<file path="config.mk">
export PLATFORM = sky130hd
export DESIGN_NAME = lsdi_top
export DESIGN_NICKNAME = d
export VERILOG_FILES = /design/src/rtl/lsdi_scale.v /design/src/rtl/lsdi_delay.v /design/src/rtl/lsdi_top.v
export VERILOG_INCLUDE_DIRS = /design/src /design/src/rtl
export SDC_FILE = /design/constraint.sdc
export NUM_CORES = 1
export LEC_CHECK = 0
export ABC_AREA = 1
export BUFFER_PORTS_ARGS = -buffer_cell sky130_fd_sc_hd__buf_2
export CAP_MARGIN = 20
export CORE_MARGIN = 2
export CORE_UTILIZATION = 60
export DETAILED_ROUTE_END_ITERATION = 12
export GPL_TIMING_DRIVEN = 0
export PLACE_DENSITY = 0.78
export SLEW_MARGIN = 30
export SYNTH_ARGS = -nofsm -noshare
export SYNTH_HDL_FRONTEND = slang
export SYNTH_SLANG_ARGS = --single-unit
</file>
<file path="constraint.sdc">
create_clock -name clk_i -period 210.6 [get_ports clk_i]
set_clock_uncertainty 0.1 [all_clocks]
set_input_delay 31.59 -clock clk_i [delete_from_list [all_inputs] [get_ports clk_i]]
set_output_delay 31.59 -clock clk_i [all_outputs]
set_load 0.005 [all_outputs]
</file>
<file path="src/rtl/lsdi_defines.vh">
/*
 Constants for the level switch discrete input block: register offsets,
 reset values, failsafe codes, status codes and timing counts.
 Assumes a 25 MHz clock and a 32-bit Avalon-MM slave with byte addresses.
*/
`ifndef LSDI_DEFINES_VH
`define LSDI_DEFINES_VH

// Register byte offsets
`define LSDI_REG_CTRL 6'h00
`define LSDI_REG_RANGE_LO 6'h04
`define LSDI_REG_RANGE_HI 6'h08
`define LSDI_REG_SWITCH 6'h0C
`define LSDI_REG_DELAY 6'h10
`define LSDI_REG_STATUS 6'h14
`define LSDI_REG_IRQ_STAT 6'h18
`define LSDI_REG_IRQ_MASK 6'h1C
`define LSDI_REG_LEVEL 6'h20

// Reset values and limits
`define LSDI_RST_RANGE_LO 16'h1652
`define LSDI_RST_RANGE_HI 16'hD055
`define LSDI_RST_SP_ON 7'h4B
`define LSDI_RST_SP_OFF 7'h19
`define LSDI_RST_DELAY 10'h000
`define LSDI_MAX_DELAY 10'h3E8
`define LSDI_PCT_FULL 7'h64

// Failsafe policies
`define LSDI_FS_DEFAULT 2'h0
`define LSDI_FS_HOLD 2'h1
`define LSDI_FS_PASS 2'h2
// Only unused selector code; writes of it are refused
`define LSDI_FS_INVALID 2'h3

// Status codes (quality byte)
`define LSDI_ST_GOOD 8'h80
`define LSDI_ST_SAFETY 8'h4B
`define LSDI_ST_HOLD 8'h47

// Tenth-of-second tick: 100 ms at 25 MHz
`define LSDI_TICK_MS 32'h0000_0064
`define LSDI_CLK_KHZ 32'h0000_61A8
`define LSDI_TICK_CYCLES (`LSDI_TICK_MS * `LSDI_CLK_KHZ)

// Quality bits: top two bits zero means bad
`define LSDI_QUAL_BAD 2'h0

`endif

</file>
<file path="src/rtl/lsdi_scale.v">
/*
 Level scaler: turns a raw count into a 0..100 percentage between two
 range counts, saturating outside the span. Registered result.
 Assumes range_hi above range_lo; otherwise the output sticks at 0.
*/
`include "lsdi_defines.vh"

module lsdi_scale
(
  input wire clk_i,
  input wire reset_n_i,
  input wire [15:0] raw_i,
  input wire [15:0] range_lo_i,
  input wire [15:0] range_hi_i,
  output reg [6:0] pct_o
);

  reg [16:0] span;
  reg [16:0] offs;
  reg [23:0] prod;
  reg [23:0] quot;
  reg [6:0] next_pct;

  // Linear map, clamped at both ends; divide is slow but cycle count is irrelevant here
  always @*
  begin
    span = {1'b0, range_hi_i} - {1'b0, range_lo_i};
    offs = {1'b0, raw_i} - {1'b0, range_lo_i};
    prod = offs[16:0] * `LSDI_PCT_FULL;
    quot = 24'h00_0000;
    if (raw_i <= range_lo_i || range_hi_i <= range_lo_i)
      next_pct = 7'h00;
    else if (raw_i >= range_hi_i)
      next_pct = `LSDI_PCT_FULL;
    else
    begin
      quot = prod / {7'h00, span};
      next_pct = quot[6:0];
    end
  end

  // Register the percentage
  always @(posedge clk_i)
  begin
    if (!reset_n_i)
      pct_o <= 7'h00;
    else
      pct_o <= next_pct;
  end

endmodule // lsdi_scale

</file>
<file path="src/rtl/lsdi_delay.v">
/*
 Delay timer: counts a programmed number of tenth-second ticks.
 Reloads whenever restart_i is high; done_o rises when the count ends.
 Assumes tick_i is a one-cycle pulse every 100 ms.
*/
module lsdi_delay
(
  input wire clk_i,
  input wire reset_n_i,
  input wire tick_i,
  input wire restart_i,
  input wire run_i,
  input wire [9:0] load_i,
  output reg done_o
);

  reg [9:0] count;

  // Reload on restart, count down on ticks while running
  always @(posedge clk_i)
  begin
    if (!reset_n_i)
    begin
      count <= 10'h000;
      done_o <= 1'b0;
    end
    else if (restart_i)
    begin
      count <= load_i;
      done_o <= 1'b0;
    end
    else if (run_i && !done_o)
    begin
      if (count == 10'h000)
        done_o <= 1'b1;
      else if (tick_i)
        count <= count - 10'h001;
    end
  end

endmodule // lsdi_delay

</file>
<file path="src/rtl/lsdi_top.v">
/*
 Level switch discrete input path: scaling, hysteresis switch, cover and
 uncover delays, inversion, failsafe policy, interrupt and Avalon-MM slave.
 Assumes raw count and quality arrive synchronous to clk_i, one per cycle.
*/
// Added by the designer: the Avalon-MM register port and the address map.

// Contract
// - Lower range count is the 0% point, left end of the bar graph.
// - Upper range count is the 100% point, right end of the bar graph.
// - Switch turns on when level reaches switch point one, default 75.
// - Switch turns off when level falls to switch point two, default 25.
// - Switch points are percentages and compared as percentages.
// - Each delay accepts 0 to 100 seconds in tenths.
// - Primary value asserts only after cover delay elapses.
// - Primary value deasserts only after independent uncover delay elapses.
// - Reverting sensor state before expiry reloads and restarts the timer.
// - Inversion on outputs the complement of the level status.
// - Bad input quality applies the selected failsafe policy.
// - Default policy outputs safety value with status U_075.
// - Hold policy outputs last valid value with status U_071.
// - Pass policy outputs the bad value with the incoming bad status.

`include "lsdi_defines.vh"

module lsdi_top
(
  input wire clk_i,
  input wire reset_n_i,
  input wire [15:0] raw_i,
  input wire [7:0] quality_i,
  input wire [5:0] avs_address_i,
  input wire avs_read_i,
  input wire avs_write_i,
  input wire [31:0] avs_writedata_i,
  input wire [3:0] avs_byteenable_i,
  output reg [31:0] avs_readdata_o,
  output reg avs_waitrequest_o,
  output reg [6:0] level_pct_o,
  output reg primary_o,
  output reg [7:0] primary_status_o,
  output reg irq_o
);

  // Configuration
  reg [15:0] range_lo;
  reg [15:0] range_hi;
  reg [6:0] sp_on;
  reg [6:0] sp_off;
  reg [9:0] cover_delay;
  reg [9:0] uncover_delay;
  reg invert;
  reg [1:0] fs_mode;
  reg [7:0] safety_value;
  reg fs_reject;
  reg [3:0] irq_stat;
  reg [3:0] irq_mask;

  // Datapath state
  wire [6:0] pct;
  reg switch_state;
  reg covered;
  reg pv_level;
  reg last_valid;
  reg [31:0] tick_cnt;
  reg tick;
  reg bad_d;
  wire cover_done;
  wire uncover_done;
  wire bad;
  reg busy;

  // Bus side helpers and interrupt sources
  wire [31:0] lo_merged;
  wire ev_fall;
  wire ev_rise;
  wire ev_bad;
  wire ev_reject;
  wire [3:0] irq_clear;

  // Byte-lane merge, used only for the lower range register
  function [31:0] merge;
    input [31:0] old;
    input [31:0] wd;
    input [3:0] be;
    begin
      merge = {be[3] ? wd[31:24] : old[31:24], be[2] ? wd[23:16] : old[23:16],
               be[1] ? wd[15:8] : old[15:8], be[0] ? wd[7:0] : old[7:0]};
    end
  endfunction

  // Clamp a delay to the 100.0 s ceiling
  function [9:0] clamp_delay;
    input [15:0] v;
    begin
      if (v > {6'h00, `LSDI_MAX_DELAY})
        clamp_delay = `LSDI_MAX_DELAY;
      else
        clamp_delay = v[9:0];
    end
  endfunction

  assign bad = (quality_i[7:6] == `LSDI_QUAL_BAD);

  // Lower range word with byte lanes applied; only the low half is kept
  assign lo_merged = merge({16'h0000, range_lo}, avs_writedata_i, avs_byteenable_i);

  // Event terms match the moments the primary level actually moves
  assign ev_fall = !covered && !switch_state && uncover_done && pv_level;
  assign ev_rise = covered && switch_state && cover_done && !pv_level;
  assign ev_bad = bad && !bad_d;
  assign ev_reject = avs_write_i && !busy && avs_address_i == `LSDI_REG_CTRL &&
                     avs_byteenable_i[0] && avs_writedata_i[2:1] == `LSDI_FS_INVALID;
  // Write-one-to-clear mask, only on the cycle the write is taken
  assign irq_clear = (avs_write_i && !busy && avs_address_i == `LSDI_REG_IRQ_STAT) ?
                     avs_writedata_i[3:0] : 4'h0;

  lsdi_scale u_scale
  (
    .clk_i(clk_i),
    .reset_n_i(reset_n_i),
    .raw_i(raw_i),
    .range_lo_i(range_lo),
    .range_hi_i(range_hi),
    .pct_o(pct)
  );

  // Tenth-second tick for the delay timers
  always @(posedge clk_i)
  begin
    if (!reset_n_i)
    begin
      tick_cnt <= 32'h0000_0000;
      tick <= 1'b0;
    end
    else if (tick_cnt == `LSDI_TICK_CYCLES - 32'h0000_0001)
    begin
      tick_cnt <= 32'h0000_0000;
      tick <= 1'b1;
    end
    else
    begin
      tick_cnt <= tick_cnt + 32'h0000_0001;
      tick <= 1'b0;
    end
  end

  always @(posedge clk_i)
  begin
    if (!reset_n_i)
      switch_state <= 1'b0;
    else if (!switch_state && pct >= sp_on)
      switch_state <= 1'b1;
    else if (switch_state && pct <= sp_off)
      switch_state <= 1'b0;
  end

  // Sensor covered flag follows the switch, one cycle late for timer restart
  always @(posedge clk_i)
  begin
    if (!reset_n_i)
      covered <= 1'b0;
    else
      covered <= switch_state;
  end

  // cover delay restarts on every change of the switch
  lsdi_delay u_cover
  (
    .clk_i(clk_i),
    .reset_n_i(reset_n_i),
    .tick_i(tick),
    .restart_i(switch_state != covered),
    .run_i(switch_state),
    .load_i(cover_delay),
    .done_o(cover_done)
  );

  lsdi_delay u_uncover
  (
    .clk_i(clk_i),
    .reset_n_i(reset_n_i),
    .tick_i(tick),
    .restart_i(switch_state != covered),
    .run_i(!switch_state),
    .load_i(uncover_delay),
    .done_o(uncover_done)
  );

  // primary level moves only when its timer has elapsed
  always @(posedge clk_i)
  begin
    if (!reset_n_i)
      pv_level <= 1'b0;
    else if (covered && switch_state && cover_done)
      pv_level <= 1'b1;
    else if (!covered && !switch_state && uncover_done)
      pv_level <= 1'b0;
  end

  always @(posedge clk_i)
  begin
    if (!reset_n_i)
    begin
      primary_o <= 1'b0;
      primary_status_o <= `LSDI_ST_GOOD;
      last_valid <= 1'b0;
      level_pct_o <= 7'h00;
    end
    else
    begin
      level_pct_o <= pct;
      if (!bad)
      begin
        primary_o <= pv_level ^ invert;
        last_valid <= pv_level ^ invert;
        primary_status_o <= `LSDI_ST_GOOD;
      end
      else
      begin
        case (fs_mode)
          `LSDI_FS_DEFAULT:
          begin
            primary_o <= safety_value[0];
            primary_status_o <= `LSDI_ST_SAFETY;
          end
          `LSDI_FS_HOLD:
          begin
            primary_o <= last_valid;
            primary_status_o <= `LSDI_ST_HOLD;
          end
          default:
          begin
            primary_o <= pv_level ^ invert;
            primary_status_o <= quality_i;
          end
        endcase
      end
    end
  end

  // Event edge detect on input quality
  always @(posedge clk_i)
  begin
    if (!reset_n_i)
      bad_d <= 1'b0;
    else
      bad_d <= bad;
  end

  // Register slave: one wait state, then answer; interrupt bits set beats clear
  always @(posedge clk_i)
  begin
    if (!reset_n_i)
    begin
      range_lo <= `LSDI_RST_RANGE_LO;
      range_hi <= `LSDI_RST_RANGE_HI;
      sp_on <= `LSDI_RST_SP_ON;
      sp_off <= `LSDI_RST_SP_OFF;
      cover_delay <= `LSDI_RST_DELAY;
      uncover_delay <= `LSDI_RST_DELAY;
      invert <= 1'b0;
      fs_mode <= `LSDI_FS_DEFAULT;
      safety_value <= 8'h00;
      fs_reject <= 1'b0;
      irq_stat <= 4'h0;
      irq_mask <= 4'h0;
      avs_readdata_o <= 32'h0000_0000;
      avs_waitrequest_o <= 1'b1;
      busy <= 1'b0;
      irq_o <= 1'b0;
    end
    else
    begin
      irq_o <= |(irq_stat & irq_mask);
      avs_waitrequest_o <= 1'b1;
      busy <= 1'b0;
      if ((avs_read_i || avs_write_i) && !busy)
      begin
        busy <= 1'b1;
        avs_waitrequest_o <= 1'b0;
        if (avs_read_i)
        begin
          case (avs_address_i)
            `LSDI_REG_CTRL: avs_readdata_o <= {16'h0000, safety_value, 4'h0,
                                               fs_reject, fs_mode, invert};
            `LSDI_REG_RANGE_LO: avs_readdata_o <= {16'h0000, range_lo};
            `LSDI_REG_RANGE_HI: avs_readdata_o <= {16'h0000, range_hi};
            `LSDI_REG_SWITCH: avs_readdata_o <= {9'h000, sp_off, 9'h000, sp_on};
            `LSDI_REG_DELAY: avs_readdata_o <= {6'h00, uncover_delay, 6'h00, cover_delay};
            `LSDI_REG_STATUS: avs_readdata_o <= {16'h0000, primary_status_o, 4'h0,
                                                 bad, pv_level, switch_state, primary_o};
            `LSDI_REG_IRQ_STAT: avs_readdata_o <= {28'h000_0000, irq_stat};
            `LSDI_REG_IRQ_MASK: avs_readdata_o <= {28'h000_0000, irq_mask};
            `LSDI_REG_LEVEL: avs_readdata_o <= {25'h000_0000, pct};
            default: avs_readdata_o <= 32'h0000_0000;
          endcase
        end
        else
        begin
          case (avs_address_i)
            `LSDI_REG_CTRL:
            begin
              invert <= avs_byteenable_i[0] ? avs_writedata_i[0] : invert;
              // reject undefined policy codes, keep previous
              if (avs_byteenable_i[0])
              begin
                if (avs_writedata_i[2:1] == `LSDI_FS_INVALID)
                  fs_reject <= 1'b1;
                else
                begin
                  fs_mode <= avs_writedata_i[2:1];
                  fs_reject <= 1'b0;
                end
              end
              if (avs_byteenable_i[1])
                safety_value <= avs_writedata_i[15:8];
            end
            `LSDI_REG_RANGE_LO: range_lo <= lo_merged[15:0];
            `LSDI_REG_RANGE_HI: range_hi <= avs_writedata_i[15:0];
            `LSDI_REG_SWITCH:
            begin
              if (avs_writedata_i[6:0] <= `LSDI_PCT_FULL)
                sp_on <= avs_writedata_i[6:0];
              if (avs_writedata_i[22:16] <= `LSDI_PCT_FULL)
                sp_off <= avs_writedata_i[22:16];
            end
            // delays in tenths, clamped to 100.0 s
            `LSDI_REG_DELAY:
            begin
              cover_delay <= clamp_delay(avs_writedata_i[15:0]);
              uncover_delay <= clamp_delay(avs_writedata_i[31:16]);
            end
            `LSDI_REG_IRQ_MASK: irq_mask <= avs_writedata_i[3:0];
            default: ;
          endcase
        end
      end
      // Sticky events: primary rise, fall, quality goes bad, policy rejected
      // Set is ORed after the clear so a same-cycle event is never lost
      irq_stat <= (irq_stat & ~irq_clear) | {ev_reject, ev_bad, ev_rise, ev_fall};
    end
  end

endmodule // lsdi_top

</file>
==> summary.md <==
| Metric | Value |
|---|---|
| Status | complete, no violations |
| Final worst-path cycle share | 49.9% |
| Number of diodes | 0 |
| Setup TNS | 0 ns |
| GPL Wtd Cong | 0.995 |
| Crit-path max cell delay | ~0.56 ns |
| Layout cells sized above 1 | around 7.3% |
| Iteration-0 DRC Markers | 1880 |
| Post-route cell area | roughly 0.028 mm2 |
| Vias/cell | 5.58 |
| Row cnt | 77 |
| CP endpoint kind | flop |
| Area grow syn2layout | 7.26% |
| Critical Path RT | about 210 ns |
| Number of buffers created by CTS | 17 |
| Asr flop ratio synth | 0% |
| Worst R2R Path Depth | approximately 470 |
| Levels on crit path | ~470 |
| Commonest cells in the netlist | nand2_1 (953), inv_1 (656), ha_1 (393) |
| Placed cell areas | around 0.028 mm2 |
| Initial Util | roughly 60% |
| GRT Util Overall | about a third |
| Die ar. | 0.0459 mm2 |
| CP arrival | approximately 110 ns |
| Most common cell in the synthesized netlist | nand2_1 |
| Synthesized instance count | approximately 4200 |
| Core area | 0.0439 mm2 |
| Vias in the first global route | around 25000 |
| Synth top area cells | ha_1 (19%), dfxtp_1 (15%), nand2_1 (13%) |
| Worst-Margin Slew | between 0.9 and 1 ns |
| Critical Path Source Type | input pin |
| RSZ-0062 raised after global routing | false |
| Worst hold slack | roughly 0.34 ns |
| Synth cell types | 78 |
| Post-CTS Setup Inserts | 0 |
| Tightest Hold Check Type | reg -> reg |
| Hold Vio Cnt, Final | 0 |
| Largest net degree at the start of global routing | 28 |
| Num ports | 120 |
| Antenna Nets Post-Route | 0 |
| CTS Hold Bufs | 0 |
| Post-Route WL | 73100 um |
| Reg-to-reg startpoint | range_lo[2] |
| Root Driver | clkbuf_16 |
| Routed len/inst | 14.9 um |
| I/O Buffers | between 100 and 150 |
| Final #Nets | about 4800 |
| CTS tree | yes |
| Drt first pass iters | 6 |
| Critical setup path kind | in -> reg |
| Max-Cap Viols | 0 |
| R2R Setup Slk | between 100 and 150 ns |
| Initial antenna violation count | 2 |
| Max-slew headroom | between 30% and 40% |
| Die Wd | roughly 210 um |
| Register area share after synthesis | about 15% |
| Slowest CP cell | clkbuf_1 |
| Fin. max-slew vios | 0 |
| Dominant synthesized flop cell | dfxtp_1 |
| Most frequent cell on the critical path | nand2_1 |
| Cell accounting for the most synthesized area | ha_1 |
| EDFF count, synth | 0 |
| H-tree depth | 4 |
| Maximum fanout along the worst path | 10 |
| Tmin final | ~110 ns |
| Overflow after GRT | 0 |
| Buffers plus inverters on the worst setup path | between 100 and 150 |
| CP Capture Point | u_scale.pct_o[0] |
| CTS max path bufs | 2 |
| Crit-path leading delay family | compound AO/OA/AOI/OAI gates |
| HPWL Detailed | approximately 59000 um |
| Die Ht | about 210 um |
| Clk Latency, worst-skew pair | around 0.46 ns |
| Residual DRC | 0 |
| Clock sinks | between 150 and 200 |
| Synth warnings | 0 |
| Clock slew at reported path FFs | roughly 0.08 ns |
| #FFs+latches synth | ~200 |
| Final setup vio count | 0 |
| CTS resizes | 0 |
| Share of the synthesized area in the top cell type | a little under a fifth |
| Syn Area/Cell | 6.35 um2 |
| CP startpoint | raw_i[2] |
| Via count | 27400 |
| Mapped Area | 0.0265 mm2 |
| Reg2reg end | u_scale.pct_o[0] |
| First-pass GRT wire length | approximately 120000 um |
| Peak Freq | roughly 9.5 MHz |
-- cell type report --
type / count / area, um2
multi-input combinational: 3220 / 19700
sequential: 198 / 3960
clock buffer: 17 / 425
tap: 592 / 741
buffer: 78 / 343
inverter: 686 / 2580
clock inverter: 15 / 171
fill: 4236 / 15500
timing repair buffer: 110 / 551
-- placed cells by master, fill, tap and decap left out, types with 13 or more instances in the layout --
cell         n
o211ai_1    24
nand2_2     34
nor3_1      55
dfxtp_1    198
o21bai_1    24
inv_1      651
nand3_2     13
nand4_1     55
o31ai_1     14
a21o_1      28
ha_1       392
nor3b_1     14
inv_2       22
a31oi_1     15
fa_1        14
nand3_1    189
nor4_1      14
xor2_1     133
xnor2_1     87
nand3b_1    15
buf_2      114
a21oi_1    354
o22ai_1     23
nor2_2      16
nor2_1     296
nand2_1    949
o221ai_1    13
or2_2       33
clkbuf_1    58
o21ai_1     24
clkbuf_16   17
o21ai_0    264
-- worst min path at each step --
stage / end / cells after the start / slack (ns) / from
6_report: irq_stat[2] / 1 / 0.34 / bad_d
5_1_grt: irq_stat[2] / 1 / 0.37 / bad_d
4_1_cts: irq_stat[2] / 1 / 0.34 / bad_d
3_5_place_dp: irq_stat[2] / 1 / 0.33 / bad_d
3_3_place_gp: irq_stat[2] / 1 / 0.32 / bad_d
2_1_floorplan: irq_stat[2] / 1 / 0.31 / bad_d
-- per-stage QoR --
| stage | worst slack [ns] | util, % | instances |
|---|---|---|---|
| final | 105.59 | 64.8 | 4916 |
| after global routing | 96.78 | 64.8 | 4916 |
| after CTS | 106.08 | 64.8 | 4916 |
| after detailed placement | 105.89 | 63.4 | 4884 |
| after global placement | 106.73 | 63.4 | 4884 |
| after floorplan | 118.31 | - | 4182 |
-- per-layer routing --
layer | vias to the layer above | global-route usage (%) | share of wire, %
met5 | - | 0 | 0.030
met3 | 176 | 2.85 | 5.3
met1 | 12400 | 40.3 | 45
li1 | 14100 | - | -
met4 | 4 | 12.8 | 4.1
met2 | 782 | 54.4 | 46
-- logic make-up (layout without fill, tap and decap cells) --
logic type	count (synthesis)	in the layout	share of synthesized area, %
AND/OR/NAND/NOR	1723	1723	28.5
AO/OA/AOI/OAI	861	861	18.5
buffers and inverters	764	906	11.0
adder cells (fa/ha/maj)	407	407	19.6
XOR/XNOR	222	222	7.43
flip-flops	198	198	14.9
other	1	6	0.0141
multiplexers	1	1	0.0377
-- state kept, by name, indices dropped and copies added (netlist names), 4 cells and up --
signal,flops
sp_on,7
primary_status_o,8
tick_cnt,32
range_lo,16
u_cover.count,10
sp_off,7
safety_value,8
cover_delay,10
u_uncover.count,10
level_pct_o,7
irq_mask,4
uncover_delay,10
irq_stat,4
u_scale.pct_o,7
avs_readdata_o,26
range_hi,16
Power is not shown: default switching activity piles up to over one toggle a cycle in this logic, so the estimate is an artifact.
